===== src/pcirq_pkg.sv =====
// Constants, register map and sequencer states of the pin change interrupt block.
// Assumes a single 250 MHz system clock and 32-bit APB register access.
package pcirq_pkg;

   // ------------------------------------------------------------------
   // Register map
   // ------------------------------------------------------------------
   localparam int PCIRQ_AW = 8;
   localparam logic [PCIRQ_AW-1:0] PCIRQ_IDX_MASK_B = 8'h22;   // Index of mask register B.
   localparam logic [PCIRQ_AW-1:0] PCIRQ_IDX_MASK_A = 8'h23;   // Index of mask register A.
   localparam logic [PCIRQ_AW-1:0] PCIRQ_ADDR_MASK_B = 8'h88;  // Four times its index.
   localparam logic [PCIRQ_AW-1:0] PCIRQ_ADDR_MASK_A = 8'h8C;  // Four times its index.
   localparam logic [PCIRQ_AW-1:0] PCIRQ_ADDR_GROUP = 8'h00;   // Interrupt mask register (group enables).
   localparam logic [PCIRQ_AW-1:0] PCIRQ_ADDR_FLAG = 8'h04;    // Flag register.
   localparam logic [PCIRQ_AW-1:0] PCIRQ_ADDR_CORE = 8'h08;    // Core status word.
   localparam logic [PCIRQ_AW-1:0] PCIRQ_ADDR_STATE = 8'h0C;   // Sequencer state and stack pointer.
   localparam logic [PCIRQ_AW-1:0] PCIRQ_ADDR_EVT = 8'h10;     // Event status, cleared by read.
   localparam logic [PCIRQ_AW-1:0] PCIRQ_ADDR_EVT_MSK = 8'h14; // Event mask.

   // ------------------------------------------------------------------
   // Field positions and reset values
   // ------------------------------------------------------------------
   localparam int PCIRQ_FLAG_BIT = 5;       // Pin change flag position.
   localparam int PCIRQ_GRP_LOW_BIT = 4;    // Group enable for pins 8 to 11.
   localparam int PCIRQ_GRP_HIGH_BIT = 5;   // Group enable for pins 0 to 7 and 12 to 15.
   localparam int PCIRQ_GIE_BIT = 7;        // Global interrupt enable in the core status word.
   localparam int PCIRQ_NPIN = 16;
   localparam int PCIRQ_NEVT = 3;
   localparam int PCIRQ_EVT_CHANGE = 0;
   localparam int PCIRQ_EVT_ENTRY = 1;
   localparam int PCIRQ_EVT_RETURN = 2;
   localparam logic [7:0] PCIRQ_RST_MASK_A = 8'hC8;
   localparam logic [7:0] PCIRQ_RST_MASK_B = 8'hFF;
   localparam logic [15:0] PCIRQ_RST_SP = 16'h01FF;
   localparam logic [15:0] PCIRQ_VECTOR_ADDR = 16'h0002;  // Pin change vector word address.

   // ------------------------------------------------------------------
   // Timing, in clock cycles
   // ------------------------------------------------------------------
   localparam logic [2:0] PCIRQ_ENTRY_CYC = 3'h4;   // Least interrupt entry time.
   localparam logic [2:0] PCIRQ_JUMP_CYC = 3'h3;    // Vector jump time.
   localparam logic [2:0] PCIRQ_WAKE_CYC = 3'h4;    // Extra entry time after wake-up.
   localparam logic [2:0] PCIRQ_RET_CYC = 3'h4;     // Return time.
   localparam logic [15:0] PCIRQ_SP_STEP = 16'h0002;
   localparam logic [2:0] PCIRQ_CNT_ONE = 3'h1;

   // Sequencer states.
   typedef enum logic [2:0] {
      PCIRQ_IDLE,
      PCIRQ_SLEEP_WAIT,
      PCIRQ_WAKE,
      PCIRQ_ENTRY,
      PCIRQ_JUMP,
      PCIRQ_RETURN
   } pcirq_state_t;

endpackage : pcirq_pkg


===== src/pcirq_top.sv =====
// Pin change interrupt logic with interrupt entry and return sequencing.
// Assumes pins and core strobes are synchronous to pclk, APB master on the bus side,
// and a synchronous stack memory that answers a read on the following cycle.
//
// Functional notes
// - Entry lasts at least four cycles before vector.
// - Program counter pushed during entry.
// - Vector jump takes three cycles after entry.
// - Multi-cycle instruction finishes before entry starts.
// - Wake from sleep adds four entry cycles.
// - Return: four cycles, pop PC, SP+2, set GIE.
// - One instruction runs after enable before service.
// - Enabled pin change sets flag bit 5.
// - Flag, GIE and group enable take vector.
// - Flag clears on entry or written one.
// - Flag register bits 4:0 read zero.
// - Mask A pins 0-7 need high group enable.
// - Mask B pins 8-11 need low group enable.
// - Mask B pins 12-15 need high group enable.
// - Cleared mask bit always disables its pin.
`timescale 1ns/10ps
`default_nettype none

module pcirq_top
   import pcirq_pkg::*;
(
   input wire logic pclk,
   input wire logic presetn,
   input wire logic psel,
   input wire logic penable,
   input wire logic pwrite,
   input wire logic [PCIRQ_AW-1:0] paddr,
   input wire logic [31:0] pwdata,
   output logic [31:0] prdata,
   output logic pready,
   output logic pslverr,
   input wire logic [PCIRQ_NPIN-1:0] change_watched_pins,
   input wire logic insn_boundary,
   input wire logic core_sleeping,
   input wire logic wake_done,
   input wire logic reti_req,
   input wire logic [15:0] core_pc,
   output logic core_hold,
   output logic wake_req,
   output logic stack_wr_en,
   output logic stack_rd_en,
   output logic [15:0] stack_addr,
   output logic [7:0] stack_wdata,
   input wire logic [7:0] stack_rdata,
   output logic vector_fetch,
   output logic [15:0] vector_addr,
   output logic pc_load,
   output logic [15:0] pc_restore,
   output logic irq
);

   // ------------------------------------------------------------------
   // Bus decode
   // ------------------------------------------------------------------
   // The slave never inserts wait states; read data is captured in the setup cycle.
   wire logic bus_setup = psel & ~penable;
   wire logic bus_access = psel & penable;
   wire logic bus_wr = bus_access & pwrite;
   wire logic bus_rd = bus_access & ~pwrite;
   wire logic hit_mask_a = (paddr == PCIRQ_ADDR_MASK_A);
   wire logic hit_mask_b = (paddr == PCIRQ_ADDR_MASK_B);
   wire logic hit_group = (paddr == PCIRQ_ADDR_GROUP);
   wire logic hit_flag = (paddr == PCIRQ_ADDR_FLAG);
   wire logic hit_core = (paddr == PCIRQ_ADDR_CORE);
   wire logic hit_state = (paddr == PCIRQ_ADDR_STATE);
   wire logic hit_evt = (paddr == PCIRQ_ADDR_EVT);
   wire logic hit_evt_msk = (paddr == PCIRQ_ADDR_EVT_MSK);
   wire logic hit_any = hit_mask_a | hit_mask_b | hit_group | hit_flag | hit_core | hit_state |
                        hit_evt | hit_evt_msk;

   assign pready = 1'b1;
   assign pslverr = bus_access & ~hit_any;

   // ------------------------------------------------------------------
   // Registers and state
   // ------------------------------------------------------------------
   logic [7:0] mask_a_r;
   logic [7:0] mask_b_r;
   logic group_low_r;
   logic group_high_r;
   logic flag_r;
   logic flag_nxt;
   logic gie_r;
   logic gie_nxt;
   logic gie_hold_r;
   logic gie_hold_nxt;
   logic [PCIRQ_NEVT-1:0] evt_r;
   logic [PCIRQ_NEVT-1:0] evt_nxt;
   logic [PCIRQ_NEVT-1:0] evt_msk_r;
   logic [31:0] prdata_r;
   logic [PCIRQ_NPIN-1:0] pin_meta_r;
   logic [PCIRQ_NPIN-1:0] pin_sync_r;
   logic [PCIRQ_NPIN-1:0] pin_prev_r;
   pcirq_state_t state_r;
   pcirq_state_t state_nxt;
   logic [2:0] cnt_r;
   logic [2:0] cnt_nxt;
   logic [15:0] sp_r;
   logic [15:0] sp_nxt;
   logic [15:0] pc_save_r;
   logic [15:0] pc_restore_r;
   logic [15:0] pc_restore_nxt;
   logic vector_fetch_r;
   logic pc_load_r;

   // ------------------------------------------------------------------
   // Pin change detection
   // ------------------------------------------------------------------
   // Two flops synchronise each pin; the comparison uses only the second flop and the
   // previous sample, so either edge counts as a change.
   always_ff @(posedge pclk or negedge presetn) begin
      if (!presetn) begin
         pin_meta_r <= '0;
         pin_sync_r <= '0;
         pin_prev_r <= '0;
      end else begin
         pin_meta_r <= change_watched_pins;
         pin_sync_r <= pin_meta_r;
         pin_prev_r <= pin_sync_r;
      end
   end

   // Per-pin enable: mask bit and group enable must both be one.
   logic [PCIRQ_NPIN-1:0] pin_en;
   genvar gi;
   generate
      for (gi = 0; gi < PCIRQ_NPIN; gi++) begin : g_pin_en
         if (gi < 8) begin : g_a
            assign pin_en[gi] = mask_a_r[gi] & group_high_r;
         end else if (gi < 12) begin : g_bl
            assign pin_en[gi] = mask_b_r[gi-8] & group_low_r;
         end else begin : g_bh
            assign pin_en[gi] = mask_b_r[gi-8] & group_high_r;
         end
      end
   endgenerate

   wire logic [PCIRQ_NPIN-1:0] pin_change = pin_sync_r ^ pin_prev_r;
   wire logic change_evt = |(pin_change & pin_en);

   // ------------------------------------------------------------------
   // Sequencer decisions
   // ------------------------------------------------------------------
   // Pending only while flag, global enable and a group enable all stand, and not in the
   // instruction that follows the enable.
   wire logic pending = flag_r & gie_r & (group_low_r | group_high_r) & ~gie_hold_r;
   wire logic start_entry = (state_r == PCIRQ_IDLE) & pending & insn_boundary & ~core_sleeping;
   wire logic start_sleep = (state_r == PCIRQ_IDLE) & pending & core_sleeping;
   wire logic cnt_last = (cnt_r == PCIRQ_CNT_ONE);
   wire logic entry_begin = start_entry | ((state_r == PCIRQ_WAKE) & cnt_last);
   wire logic ret_done = (state_r == PCIRQ_RETURN) & cnt_last;
   wire logic start_ret = (state_r == PCIRQ_IDLE) & ~pending & reti_req;
   wire logic entry_done = (state_r == PCIRQ_ENTRY) & cnt_last;
   wire logic jump_done = (state_r == PCIRQ_JUMP) & cnt_last;

   // Sequencer next state and cycle counter.
   always_comb begin
      state_nxt = state_r;
      cnt_nxt = (cnt_r == '0) ? cnt_r : cnt_r - PCIRQ_CNT_ONE;
      case (state_r)
         PCIRQ_IDLE: begin
            if (start_entry) begin
               state_nxt = PCIRQ_ENTRY;
               cnt_nxt = PCIRQ_ENTRY_CYC;
            end else if (start_sleep) begin
               state_nxt = PCIRQ_SLEEP_WAIT;
            end else if (start_ret) begin
               state_nxt = PCIRQ_RETURN;
               cnt_nxt = PCIRQ_RET_CYC;
            end
         end
         PCIRQ_SLEEP_WAIT: begin
            if (wake_done) begin
               state_nxt = PCIRQ_WAKE;
               cnt_nxt = PCIRQ_WAKE_CYC;
            end
         end
         PCIRQ_WAKE: begin
            if (cnt_last) begin
               state_nxt = PCIRQ_ENTRY;
               cnt_nxt = PCIRQ_ENTRY_CYC;
            end
         end
         PCIRQ_ENTRY: begin
            if (cnt_last) begin
               state_nxt = PCIRQ_JUMP;
               cnt_nxt = PCIRQ_JUMP_CYC;
            end
         end
         PCIRQ_JUMP: begin
            if (cnt_last) begin
               state_nxt = PCIRQ_IDLE;
            end
         end
         PCIRQ_RETURN: begin
            if (cnt_last) begin
               state_nxt = PCIRQ_IDLE;
            end
         end
         default: begin
            state_nxt = PCIRQ_IDLE;
            cnt_nxt = '0;
         end
      endcase
   end

   always_ff @(posedge pclk or negedge presetn) begin
      if (!presetn) begin
         state_r <= PCIRQ_IDLE;
         cnt_r <= '0;
      end else begin
         state_r <= state_nxt;
         cnt_r <= cnt_nxt;
      end
   end

   // ------------------------------------------------------------------
   // Stack traffic
   // ------------------------------------------------------------------
   // Entry writes the low byte in its first cycle and the high byte in its second; the
   // return reads both in its first two cycles and captures them one cycle later.
   wire logic in_entry = (state_r == PCIRQ_ENTRY);
   wire logic in_ret = (state_r == PCIRQ_RETURN);
   wire logic push_lo = in_entry & (cnt_r == PCIRQ_ENTRY_CYC);
   wire logic push_hi = in_entry & (cnt_r == PCIRQ_ENTRY_CYC - PCIRQ_CNT_ONE);
   wire logic pop_hi = in_ret & (cnt_r == PCIRQ_RET_CYC);
   wire logic pop_lo = in_ret & (cnt_r == PCIRQ_RET_CYC - PCIRQ_CNT_ONE);
   wire logic cap_hi = in_ret & (cnt_r == PCIRQ_RET_CYC - PCIRQ_CNT_ONE);
   wire logic cap_lo = in_ret & (cnt_r == PCIRQ_RET_CYC - PCIRQ_SP_STEP[2:0]);

   assign stack_wr_en = push_lo | push_hi;
   assign stack_rd_en = pop_hi | pop_lo;
   assign stack_wdata = push_lo ? pc_save_r[7:0] : pc_save_r[15:8];
   assign stack_addr = push_lo ? sp_r :
                       push_hi ? sp_r - 16'h0001 :
                       pop_hi ? sp_r + 16'h0001 :
                       sp_r + PCIRQ_SP_STEP;

   // Stack pointer and restored program counter.
   always_comb begin
      sp_nxt = sp_r;
      pc_restore_nxt = pc_restore_r;
      if (entry_done) begin
         sp_nxt = sp_r - PCIRQ_SP_STEP;
      end
      if (ret_done) begin
         sp_nxt = sp_r + PCIRQ_SP_STEP;
      end
      if (cap_hi) begin
         pc_restore_nxt = {stack_rdata, pc_restore_r[7:0]};
      end
      if (cap_lo) begin
         pc_restore_nxt = {pc_restore_r[15:8], stack_rdata};
      end
   end

   // The program counter is frozen where entry starts: at the boundary, or at the end of wake-up.
   always_ff @(posedge pclk or negedge presetn) begin
      if (!presetn) begin
         sp_r <= PCIRQ_RST_SP;
         pc_save_r <= '0;
         pc_restore_r <= '0;
         vector_fetch_r <= 1'b0;
         pc_load_r <= 1'b0;
      end else begin
         sp_r <= sp_nxt;
         pc_save_r <= entry_begin ? core_pc : pc_save_r;
         pc_restore_r <= pc_restore_nxt;
         vector_fetch_r <= entry_done;
         pc_load_r <= ret_done;
      end
   end

   assign core_hold = (state_r != PCIRQ_IDLE);
   assign wake_req = (state_r == PCIRQ_SLEEP_WAIT);
   assign vector_fetch = vector_fetch_r;
   assign vector_addr = PCIRQ_VECTOR_ADDR;
   assign pc_load = pc_load_r;
   assign pc_restore = pc_restore_r;

   // ------------------------------------------------------------------
   // Flag, global enable and event status
   // ------------------------------------------------------------------
   // A new change wins over a clear in the same cycle, so no edge is lost.
   wire logic flag_w1c = bus_wr & hit_flag & pwdata[PCIRQ_FLAG_BIT];
   wire logic gie_wr = bus_wr & hit_core;
   wire logic gie_rise = gie_wr & pwdata[PCIRQ_GIE_BIT] & ~gie_r;
   wire logic [PCIRQ_NEVT-1:0] evt_set = {ret_done, entry_done, change_evt};
   wire logic evt_rdclr = bus_rd & hit_evt;

   always_comb begin
      flag_nxt = flag_r;
      if (flag_w1c | entry_begin) begin
         flag_nxt = 1'b0;
      end
      if (change_evt) begin
         flag_nxt = 1'b1;
      end
      gie_nxt = gie_r;
      if (gie_wr) begin
         gie_nxt = pwdata[PCIRQ_GIE_BIT];
      end
      if (entry_begin) begin
         gie_nxt = 1'b0;
      end
      if (ret_done) begin
         gie_nxt = 1'b1;
      end
      gie_hold_nxt = gie_hold_r;
      if (insn_boundary) begin
         gie_hold_nxt = 1'b0;
      end
      if (gie_rise | ret_done) begin
         gie_hold_nxt = 1'b1;
      end
      // Only bits captured for the read are cleared; a bit set after the setup cycle survives.
      evt_nxt = (evt_rdclr ? (evt_r & ~prdata_r[PCIRQ_NEVT-1:0]) : evt_r) | evt_set;
   end

   always_ff @(posedge pclk or negedge presetn) begin
      if (!presetn) begin
         flag_r <= 1'b0;
         gie_r <= 1'b0;
         gie_hold_r <= 1'b0;
         evt_r <= '0;
      end else begin
         flag_r <= flag_nxt;
         gie_r <= gie_nxt;
         gie_hold_r <= gie_hold_nxt;
         evt_r <= evt_nxt;
      end
   end

   assign irq = |(evt_r & evt_msk_r);

   // ------------------------------------------------------------------
   // Software registers
   // ------------------------------------------------------------------
   always_ff @(posedge pclk or negedge presetn) begin
      if (!presetn) begin
         mask_a_r <= PCIRQ_RST_MASK_A;
         mask_b_r <= PCIRQ_RST_MASK_B;
         group_low_r <= 1'b0;
         group_high_r <= 1'b0;
         evt_msk_r <= '0;
      end else if (bus_wr) begin
         if (hit_mask_a) begin
            mask_a_r <= pwdata[7:0];
         end
         if (hit_mask_b) begin
            mask_b_r <= pwdata[7:0];
         end
         if (hit_group) begin
            group_low_r <= pwdata[PCIRQ_GRP_LOW_BIT];
            group_high_r <= pwdata[PCIRQ_GRP_HIGH_BIT];
         end
         if (hit_evt_msk) begin
            evt_msk_r <= pwdata[PCIRQ_NEVT-1:0];
         end
      end
   end

   // Read mux; unmapped addresses read zero. Unused bits read zero as well.
   logic [31:0] rd_mux;
   always_comb begin
      rd_mux = '0;
      if (hit_mask_a) begin
         rd_mux[7:0] = mask_a_r;
      end
      if (hit_mask_b) begin
         rd_mux[7:0] = mask_b_r;
      end
      if (hit_group) begin
         rd_mux[PCIRQ_GRP_LOW_BIT] = group_low_r;
         rd_mux[PCIRQ_GRP_HIGH_BIT] = group_high_r;
      end
      if (hit_flag) begin
         rd_mux[PCIRQ_FLAG_BIT] = flag_r;
      end
      if (hit_core) begin
         rd_mux[PCIRQ_GIE_BIT] = gie_r;
      end
      if (hit_state) begin
         rd_mux[2:0] = state_r;
         rd_mux[31:16] = sp_r;
      end
      if (hit_evt) begin
         rd_mux[PCIRQ_NEVT-1:0] = evt_r;
      end
      if (hit_evt_msk) begin
         rd_mux[PCIRQ_NEVT-1:0] = evt_msk_r;
      end
   end

   // Captured in the setup cycle so prdata comes from a flop with no wait state.
   always_ff @(posedge pclk or negedge presetn) begin
      if (!presetn) begin
         prdata_r <= '0;
      end else if (bus_setup) begin
         prdata_r <= rd_mux;
      end
   end

   assign prdata = prdata_r;

endmodule : pcirq_top

`default_nettype wire


===== config.mk =====
export PLATFORM = sky130hd
export DESIGN_NAME = pcirq_top
export DESIGN_NICKNAME = d
export VERILOG_FILES = /design/src/pcirq_pkg.sv /design/src/pcirq_top.sv
export SDC_FILE = /design/constraint.sdc
export NUM_CORES = 1
export LEC_CHECK = 0
export ABC_AREA = 1
export BUFFER_PORTS_ARGS = -buffer_cell sky130_fd_sc_hd__buf_2
export CORE_ASPECT_RATIO = 1.75
export CORE_MARGIN = 5
export CORE_UTILIZATION = 35
export DETAILED_ROUTE_END_ITERATION = 10
export GPL_TIMING_DRIVEN = 0
export SLEW_MARGIN = 20
export SYNTH_ARGS = -nofsm -noshare
export SYNTH_HDL_FRONTEND = slang
export SYNTH_SLANG_ARGS = --single-unit

===== constraint.sdc =====
create_clock -name pclk -period 2.61 [get_ports pclk]
set_clock_uncertainty 0.15 [all_clocks]
set_input_delay 0.261 -clock pclk [delete_from_list [all_inputs] [get_ports pclk]]
set_output_delay 0.261 -clock pclk [all_outputs]
set_load 0.01 [all_outputs]

==> results of run 1 <==
==> routing by layer <==
layer | global-route usage | routed length (µm) | vias up
met4 | 0.0879 | 834 | 2
li1 | - | - | 3287
met5 | 0 | 13 | -
met3 | 0.0363 | 908 | 54
met2 | 0.331 | 11600 | 183
met1 | 0.189 | 8010 | 3093
==> where the power goes <==
group	switching (µW)	leakage [µW]	internal (µW)	total [µW]
clock	1010	0.000315	1730	2750
combinational	1550	0.00285	990	2540
sequential	351	0.00186	2850	3200
total	2920	0.00503	5570	8490
==> per-stage QoR <==
stage / total power, µW / TNS (ns) / setup WS, ns
detailed placement: 5620 / 0 / 0.208
floorplan: 4750 / 0 / 0.598
global route: 9040 / -0.0157 / -0.0123
global placement: 5580 / -179.24 / -1.30
CTS: 8500 / -0.000320 / -0.000320
finish: 8490 / 0 / 0.0896
==> how the worst max path moves through the flow <==
stage,slack (ns),to
floorplan,0.60,stack_addr[4]
global placement,-1.30,pin_meta_r[15]
detailed placement,0.21,stack_addr[10]
CTS,-0.0003,stack_addr[13]
global route,-0.01,stack_addr[14]
finish,0.09,stack_addr[5]
==> layout make-up <==
class / instances / area, µm² / share of cell area
Timing Repair Buffer: 193 / 1260 / 0.127
Sequential cell: 154 / 3880 / 0.391
Buffer: 41 / 290 / 0.0293
Multi-Input combinational cell: 634 / 3160 / 0.318
Inverter: 96 / 360 / 0.0363
Clock inverter: 13 / 214 / 0.0216
Tap cell: 255 / 319 / 0.0322
Clock buffer: 19 / 443 / 0.0446
==> sequential cells by signal, indices dropped and copies added, names as in the netlist <==
name / cells
cnt_r: 3
evt_msk_r: 3
evt_r: 3
flag_r: 1
gie_hold_r: 1
gie_r: 1
group_high_r: 1
group_low_r: 1
mask_a_r: 8
mask_b_r: 8
pc_load: 1
pc_restore: 16
pc_save_r: 16
pin_meta_r: 16
pin_prev_r: 16
pin_sync_r: 16
prdata: 24
sp_r: 15
state_r: 3
vector_fetch: 1
==> worst max-delay path: cells and delay by family, from the launching register on <==
kind,cells,cell delay (ns)
adder cells (fa/ha/maj),1,0.21
AND/OR/NAND/NOR,2,0.31
AO/OA/AOI/OAI,1,0.15
XOR/XNOR,1,0.28
flip-flops,1,0.57
buffers and inverters,1,0.16
==> kinds of logic (layout without fill, tap and decap cells) <==
kind of cell	after synthesis	after routing
AOI/OAI and AO/OA	109	109
buffers and inverters	138	362
and+or+nand+nor	451	451
xor gates and xnor gates	26	26
adders and majority gates	7	7
other	2	25
DFF	154	154
muxes	16	16
==> cell usage after synthesis, types with 3 or more instances <==
cell,count
inv_2,5
clkbuf_1,6
o21ai_0,73
nor2_1,77
a21oi_1,5
nand4_1,12
o211ai_1,10
dfrtp_1,135
o21a_1,3
buf_4,26
nand3_1,53
nor2_2,5
nor3_1,8
mux2_2,16
nand2_2,3
a31oi_1,6
dfstp_2,19
nor2_4,3
buf_2,7
xor2_1,25
inv_1,91
o21ai_1,9
ha_1,7
buf_6,3
nand2_1,285
==> what timing repair did <==
action	CTS	global route
hold buffers	49	0
cloned	0	0
endpoints found under the setup margin	13	20
pin swaps	1	3
setup buffers	1	6
endpoints found under the hold margin	149	0
gates resized for setup	13	17
==> summary.txt, run 1 <==
Fin nets = 1,233
CTS Sinks = 154
Hold Violations, Final = 0
Count of pins over their slew limit = 0
Worst rel slew slack = 0.519
# fillers = 2,114
Post-synth top flop = dfrtp_1
Finished Core Util = 0.465
CP required = 2.20 ns
Synthesized instance count = 903
Crit path cell chain = ha_2 -> nand2_1 -> nor2_1 -> xor2_1 -> o21ai_0 -> buf_2
Pwr dens = 856 nW/µm²
CP max-delay cell = dfstp_2
Post-synthesis compound-gate area fraction = 0.0801
Initial antenna violation count = 1
Largest net degree at the start of global routing = 95
Clk_lat worst skew = 0.43 ns
Critical path endpoint category = primary output
Routed vias = 6,619
Hpwl dp = 15,900 µm
Hold WS = 0.0481 ns
Crit share post-route = 0.966
Mapped Avg Cell Area = 8.32 µm²
Hold Path Class = in2reg
Simple-gate share of the synthesized area = 0.251
Commonest non-fill, non-tap cell in the layout = nand2_1
Worst vdd ir = 0.409 mV
Port bufs = 136
Via-to-Cell Ratio = 4.71
Number of flops mapped to enable cells by yosys = 0
Post-route ant nets = 0
Cell row count = 71
DP Cell Count = 1,318
CORE AREA = 21,300 µm²
Area added between synthesis and finish = 32.0%
Number of distinct library cells after synthesis = 33
Total Routing Usage GR = 0.178
Sequential share of the synthesized area = 0.516
Async SR Flop Fraction = 1.00
RR Endpoint = sp_r[12]
Proportion of synthesized area in mux cells = 0.0240
R2r worst-path depth = 8
Number of global-route vias before repair = 6,625
Largest family of logic cells by synthesized area = simple AND/OR/NAND/NOR gates
Final setup fails = 0
H-tree depth = 4
Status = finished clean
Routed wire per std cell = 15.2 µm
Fmax achieved = 397 MHz
Max Root-Sink Buffers = 2
Hold depth = 4
Post-synth top area cell = dfrtp_1
Number of synthesized register bits = 154
Root Buffer = clkbuf_16
Die X = 121 µm
GPL Wtd Cong = 0.933
Clk pin slew, worst setup/hold paths = 0.06 ns
First-pass GRT wire length = 34,000 µm
Post-Synth Adder-Cell Area = 0.0117
Worst Hold Launch = insn_boundary
Diode count = 0
Area contributors post-synth = dfrtp_1, nand2_1, dfstp_2, o21ai_0, inv_1
Synth Warn # = 0
1st-pass router iterations = 5
GRT overflow = 0
Max FO, Critical Path = 5
R2r setup slk = 0.66 ns
Worst r2r src = state_r[2]
Worst Setup SP = sp_r[2]
Placed Area = 8640 µm²
Nature of the critical path startpoint = register
Worst stage delay on the critical path = 0.57 ns
Die Ht = 204 µm
Max Cap Viol = 0
CTS tree = done
DIE AREA = 24,600 µm²
Crit path time final = 2.52 ns
Layout Cells excl Fill = 1,405
Ports = 186
Starting density of the core = 0.353
Least-Margin Pin Slew = 0.721 ns
CP Class = reg2out
Initial detailed-routing violation count = 361
Synthesized cell area = 7520 µm²
Crit path DAT = 2.11 ns
Final Cell Area = 9920 µm²
Total CTS buffers = 17
Post-synthesis xor/xnor area fraction = 0.0303
WHS Endpoint = gie_hold_r
Yosys top cell area share = 0.449
DRT Wirelength = 21,400 µm
Most frequent cells in the layout = nand2_1, buf_2, dfrtp_1
Share of layout cells above drive strength 1 = 0.248
Leakage = 0.00503 µW
DRC violations left = 0
(Power assumes the default switching activity.)
==> inputs of run 2 (changes only) <==
--- a/config.mk
+++ b/config.mk
@@ -12,6 +12,7 @@
 export CORE_UTILIZATION = 35
 export DETAILED_ROUTE_END_ITERATION = 10
 export GPL_TIMING_DRIVEN = 0
+export PLACE_DENSITY = 0.67
 export SLEW_MARGIN = 20
 export SYNTH_ARGS = -nofsm -noshare
 export SYNTH_HDL_FRONTEND = slang
==> run 2 against run 1 <==
Compared with the run above: global-route usage hardly changed; final cell count is 0.14% lower; register-to-register slack better by 0.02 ns; sequential share of layout area is 0.46 points higher; hold slack better by 0.0024 ns; utilization is 0.54 points lower; final area is 1.2% lower; maximum frequency is 1.2% higher; power is 4.2% lower.
==> summary.txt, run 2 (synthesized netlist as in run 1, its figures left out) <==
DRT Wirelength = 21,400 µm (about the same)
Area added between synthesis and finish = 30.5%
Total CTS buffers = 17 (unchanged)
Clk_lat worst skew = 0.43 ns (about the same)
Nature of the critical path startpoint = register
DIE AREA = 24,600 µm² (unchanged)
Worst stage delay on the critical path = 0.43 ns (-0.14 ns)
First-pass GRT wire length = 34,000 µm (about the same)
Gate power share = 0.310 (+0.010)
DRC violations left = 0 (unchanged)
Hold Violations, Final = 0 (unchanged)
Fin nets = 1,229 (-0.32%)
Least-Margin Pin Slew = 0.540 ns (-0.181 ns)
Worst rel slew slack = 0.640 (+0.121)
Fmax achieved = 401 MHz (+1.2%)
Post-route ant nets = 0 (unchanged)
Die Ht = 204 µm (unchanged)
Via-to-Cell Ratio = 4.73 (+0.34%)
Max FO, Critical Path = 10 (+5)
CORE AREA = 21,300 µm² (unchanged)
Starting density of the core = 0.353 (unchanged)
Internal power = 5230 µW (-6.3%)
Most frequent cells in the layout = nand2_1, buf_2, dfrtp_1
Cell row count = 71 (unchanged)
Max Root-Sink Buffers = 2 (unchanged)
Routed wire per std cell = 15.3 µm (+0.11%)
Buf/Inv on CP = 4 (+3)
Max Cap Viol = 0 (unchanged)
Switching Fraction = 0.358 (+0.0139)
Share of layout cells above drive strength 1 = 0.241 (-0.00699)
CP required = 2.20 ns (about the same)
CP max-delay cell = dfrtp_1
Leakage = 0.00495 µW (-1.5%)
Crit path cell chain = inv_2 -> ha_2 -> nand2_4 -> a21oi_4 -> inv_2 -> buf_4 -> a31oi_2 -> buf_2
Initial antenna violation count = 1 (unchanged)
Total Routing Usage GR = 0.178 (-0.000273)
Clock share of power = 0.294 (-0.029)
GPL Wtd Cong = 0.910 (-2.4%)
Routed vias = 6,632 (+0.20%)
Final Cell Area = 9810 µm² (-1.2%)
Status = finished clean
Port bufs = 136 (unchanged)
CP Class = reg2out
Setup ws final = 0.119 ns (+0.0295 ns)
Cell mode on critical path = inv_2
Die X = 121 µm (unchanged)
Final setup fails = 0 (unchanged)
GRT overflow = 0 (unchanged)
RSZ-0062 raised after global routing = yes
Initial detailed-routing violation count = 411 (+14%)
Hpwl dp = 15,800 µm (-0.50%)
Setup WS pre-CTS = 0.268 ns (+0.0598 ns)
Max reg flops = 24 (unchanged)
CTS tree = done
Seq pwr share = 0.395 (+0.018)
Root Buffer = clkbuf_16
Crit path time final = 2.49 ns (-0.0295 ns)
Count of pins over their slew limit = 0 (unchanged)
1st-pass router iterations = 5 (unchanged)
Crit path DAT = 2.08 ns (-0.03 ns)
Commonest non-fill, non-tap cell in the layout = nand2_1
Worst vdd ir = 0.481 mV (+18%)
Crit share post-route = 0.954 (-0.0113)
CTS Sinks = 154 (unchanged)
Clk pin slew, worst setup/hold paths = 0.06 ns (about the same)
H-tree depth = 4 (unchanged)
Hold WS = 0.0505 ns (+0.00236 ns)
Hold Path Class = in2reg
Psw = 2910 µW (-0.34%)
R2r setup slk = 0.68 ns (+0.02 ns)
Critical path endpoint category = primary output
Pwr dens = 829 nW/µm² (-3.1%)
Number of global-route vias before repair = 6,848 (+3.4%)
Ports = 186 (unchanged)
Largest net degree at the start of global routing = 100 (+5.3%)
CP top delay family = buffers and inverters
Placed Area = 8640 µm² (unchanged)
## run 2: final timing paths
path	start	end	depth (start not counted)
max	cnt_r[0]	stack_addr[15]	8
min	insn_boundary	gie_hold_r	4
max reg2reg	cnt_r[1]	sp_r[6]	9
min reg2reg	pin_meta_r[8]	pin_sync_r[8]	0
max in group asynchronous	presetn	mask_b_r[6]	3
min in group asynchronous	presetn	pc_restore[13]	2
## run 2: cell type report
cell class / instances / area, µm²
fillers: 2095 / 11500
flip-flops and latches: 154 / 3880
multi-input cells: 634 / 3160
repair buffers: 189 / 1230
clock buffers: 24 / 482
inverters: 96 / 360
well taps: 255 / 319
plain buffers: 41 / 290
clock inverters: 8 / 85.1
diodes: 2 / 5.00
## run 2: worst min-delay path: cells and delay by family
family	cells	cell delay, ns
buffers and inverters	1	0.13
AOI/OAI and AO/OA	1	0.06
and+or+nand+nor	2	0.15
## run 2: power groups by stage
stage	Combinational (µW)	Sequential (µW)	Clock (µW)
global route	2840	3270	2570
global placement	2360	3200	0
detailed placement	2410	3220	0
finish	2530	3220	2390
CTS	2480	3200	2460
floorplan	1550	3200	0
## run 2: routing by layer
layer / vias to the layer above / global-route usage / part of all wire
li1: 3290 / - / -
met1: 3084 / 0.185 / 0.37
met2: 203 / 0.335 / 0.55
met3: 55 / 0.0366 / 0.045
met4: 0 / 0.0863 / 0.038
met5: - / 0 / 0
## run 2: timing repair
action / 4_1_cts / 5_1_grt
hold buffers: 49 / 0
setup endpoints to repair: 11 / 20
setup buffers: 1 / 2
endpoints found under the hold margin: 123 / 0
resized for setup: 8 / 21
pin swaps: 1 / 3
## run 2: stage by stage
step / power, µW / util / TNS [ns] / cells
final: 8130 / 0.460 / 0 / 1403
after floorplan: 4750 / - / 0 / 926
after global placement: 5570 / 0.404 / -169.69 / 1317
after global routing: 8680 / 0.460 / -0.0458 / 1402
after CTS: 8130 / 0.456 / 0 / 1399
after detailed placement: 5630 / 0.405 / 0 / 1318
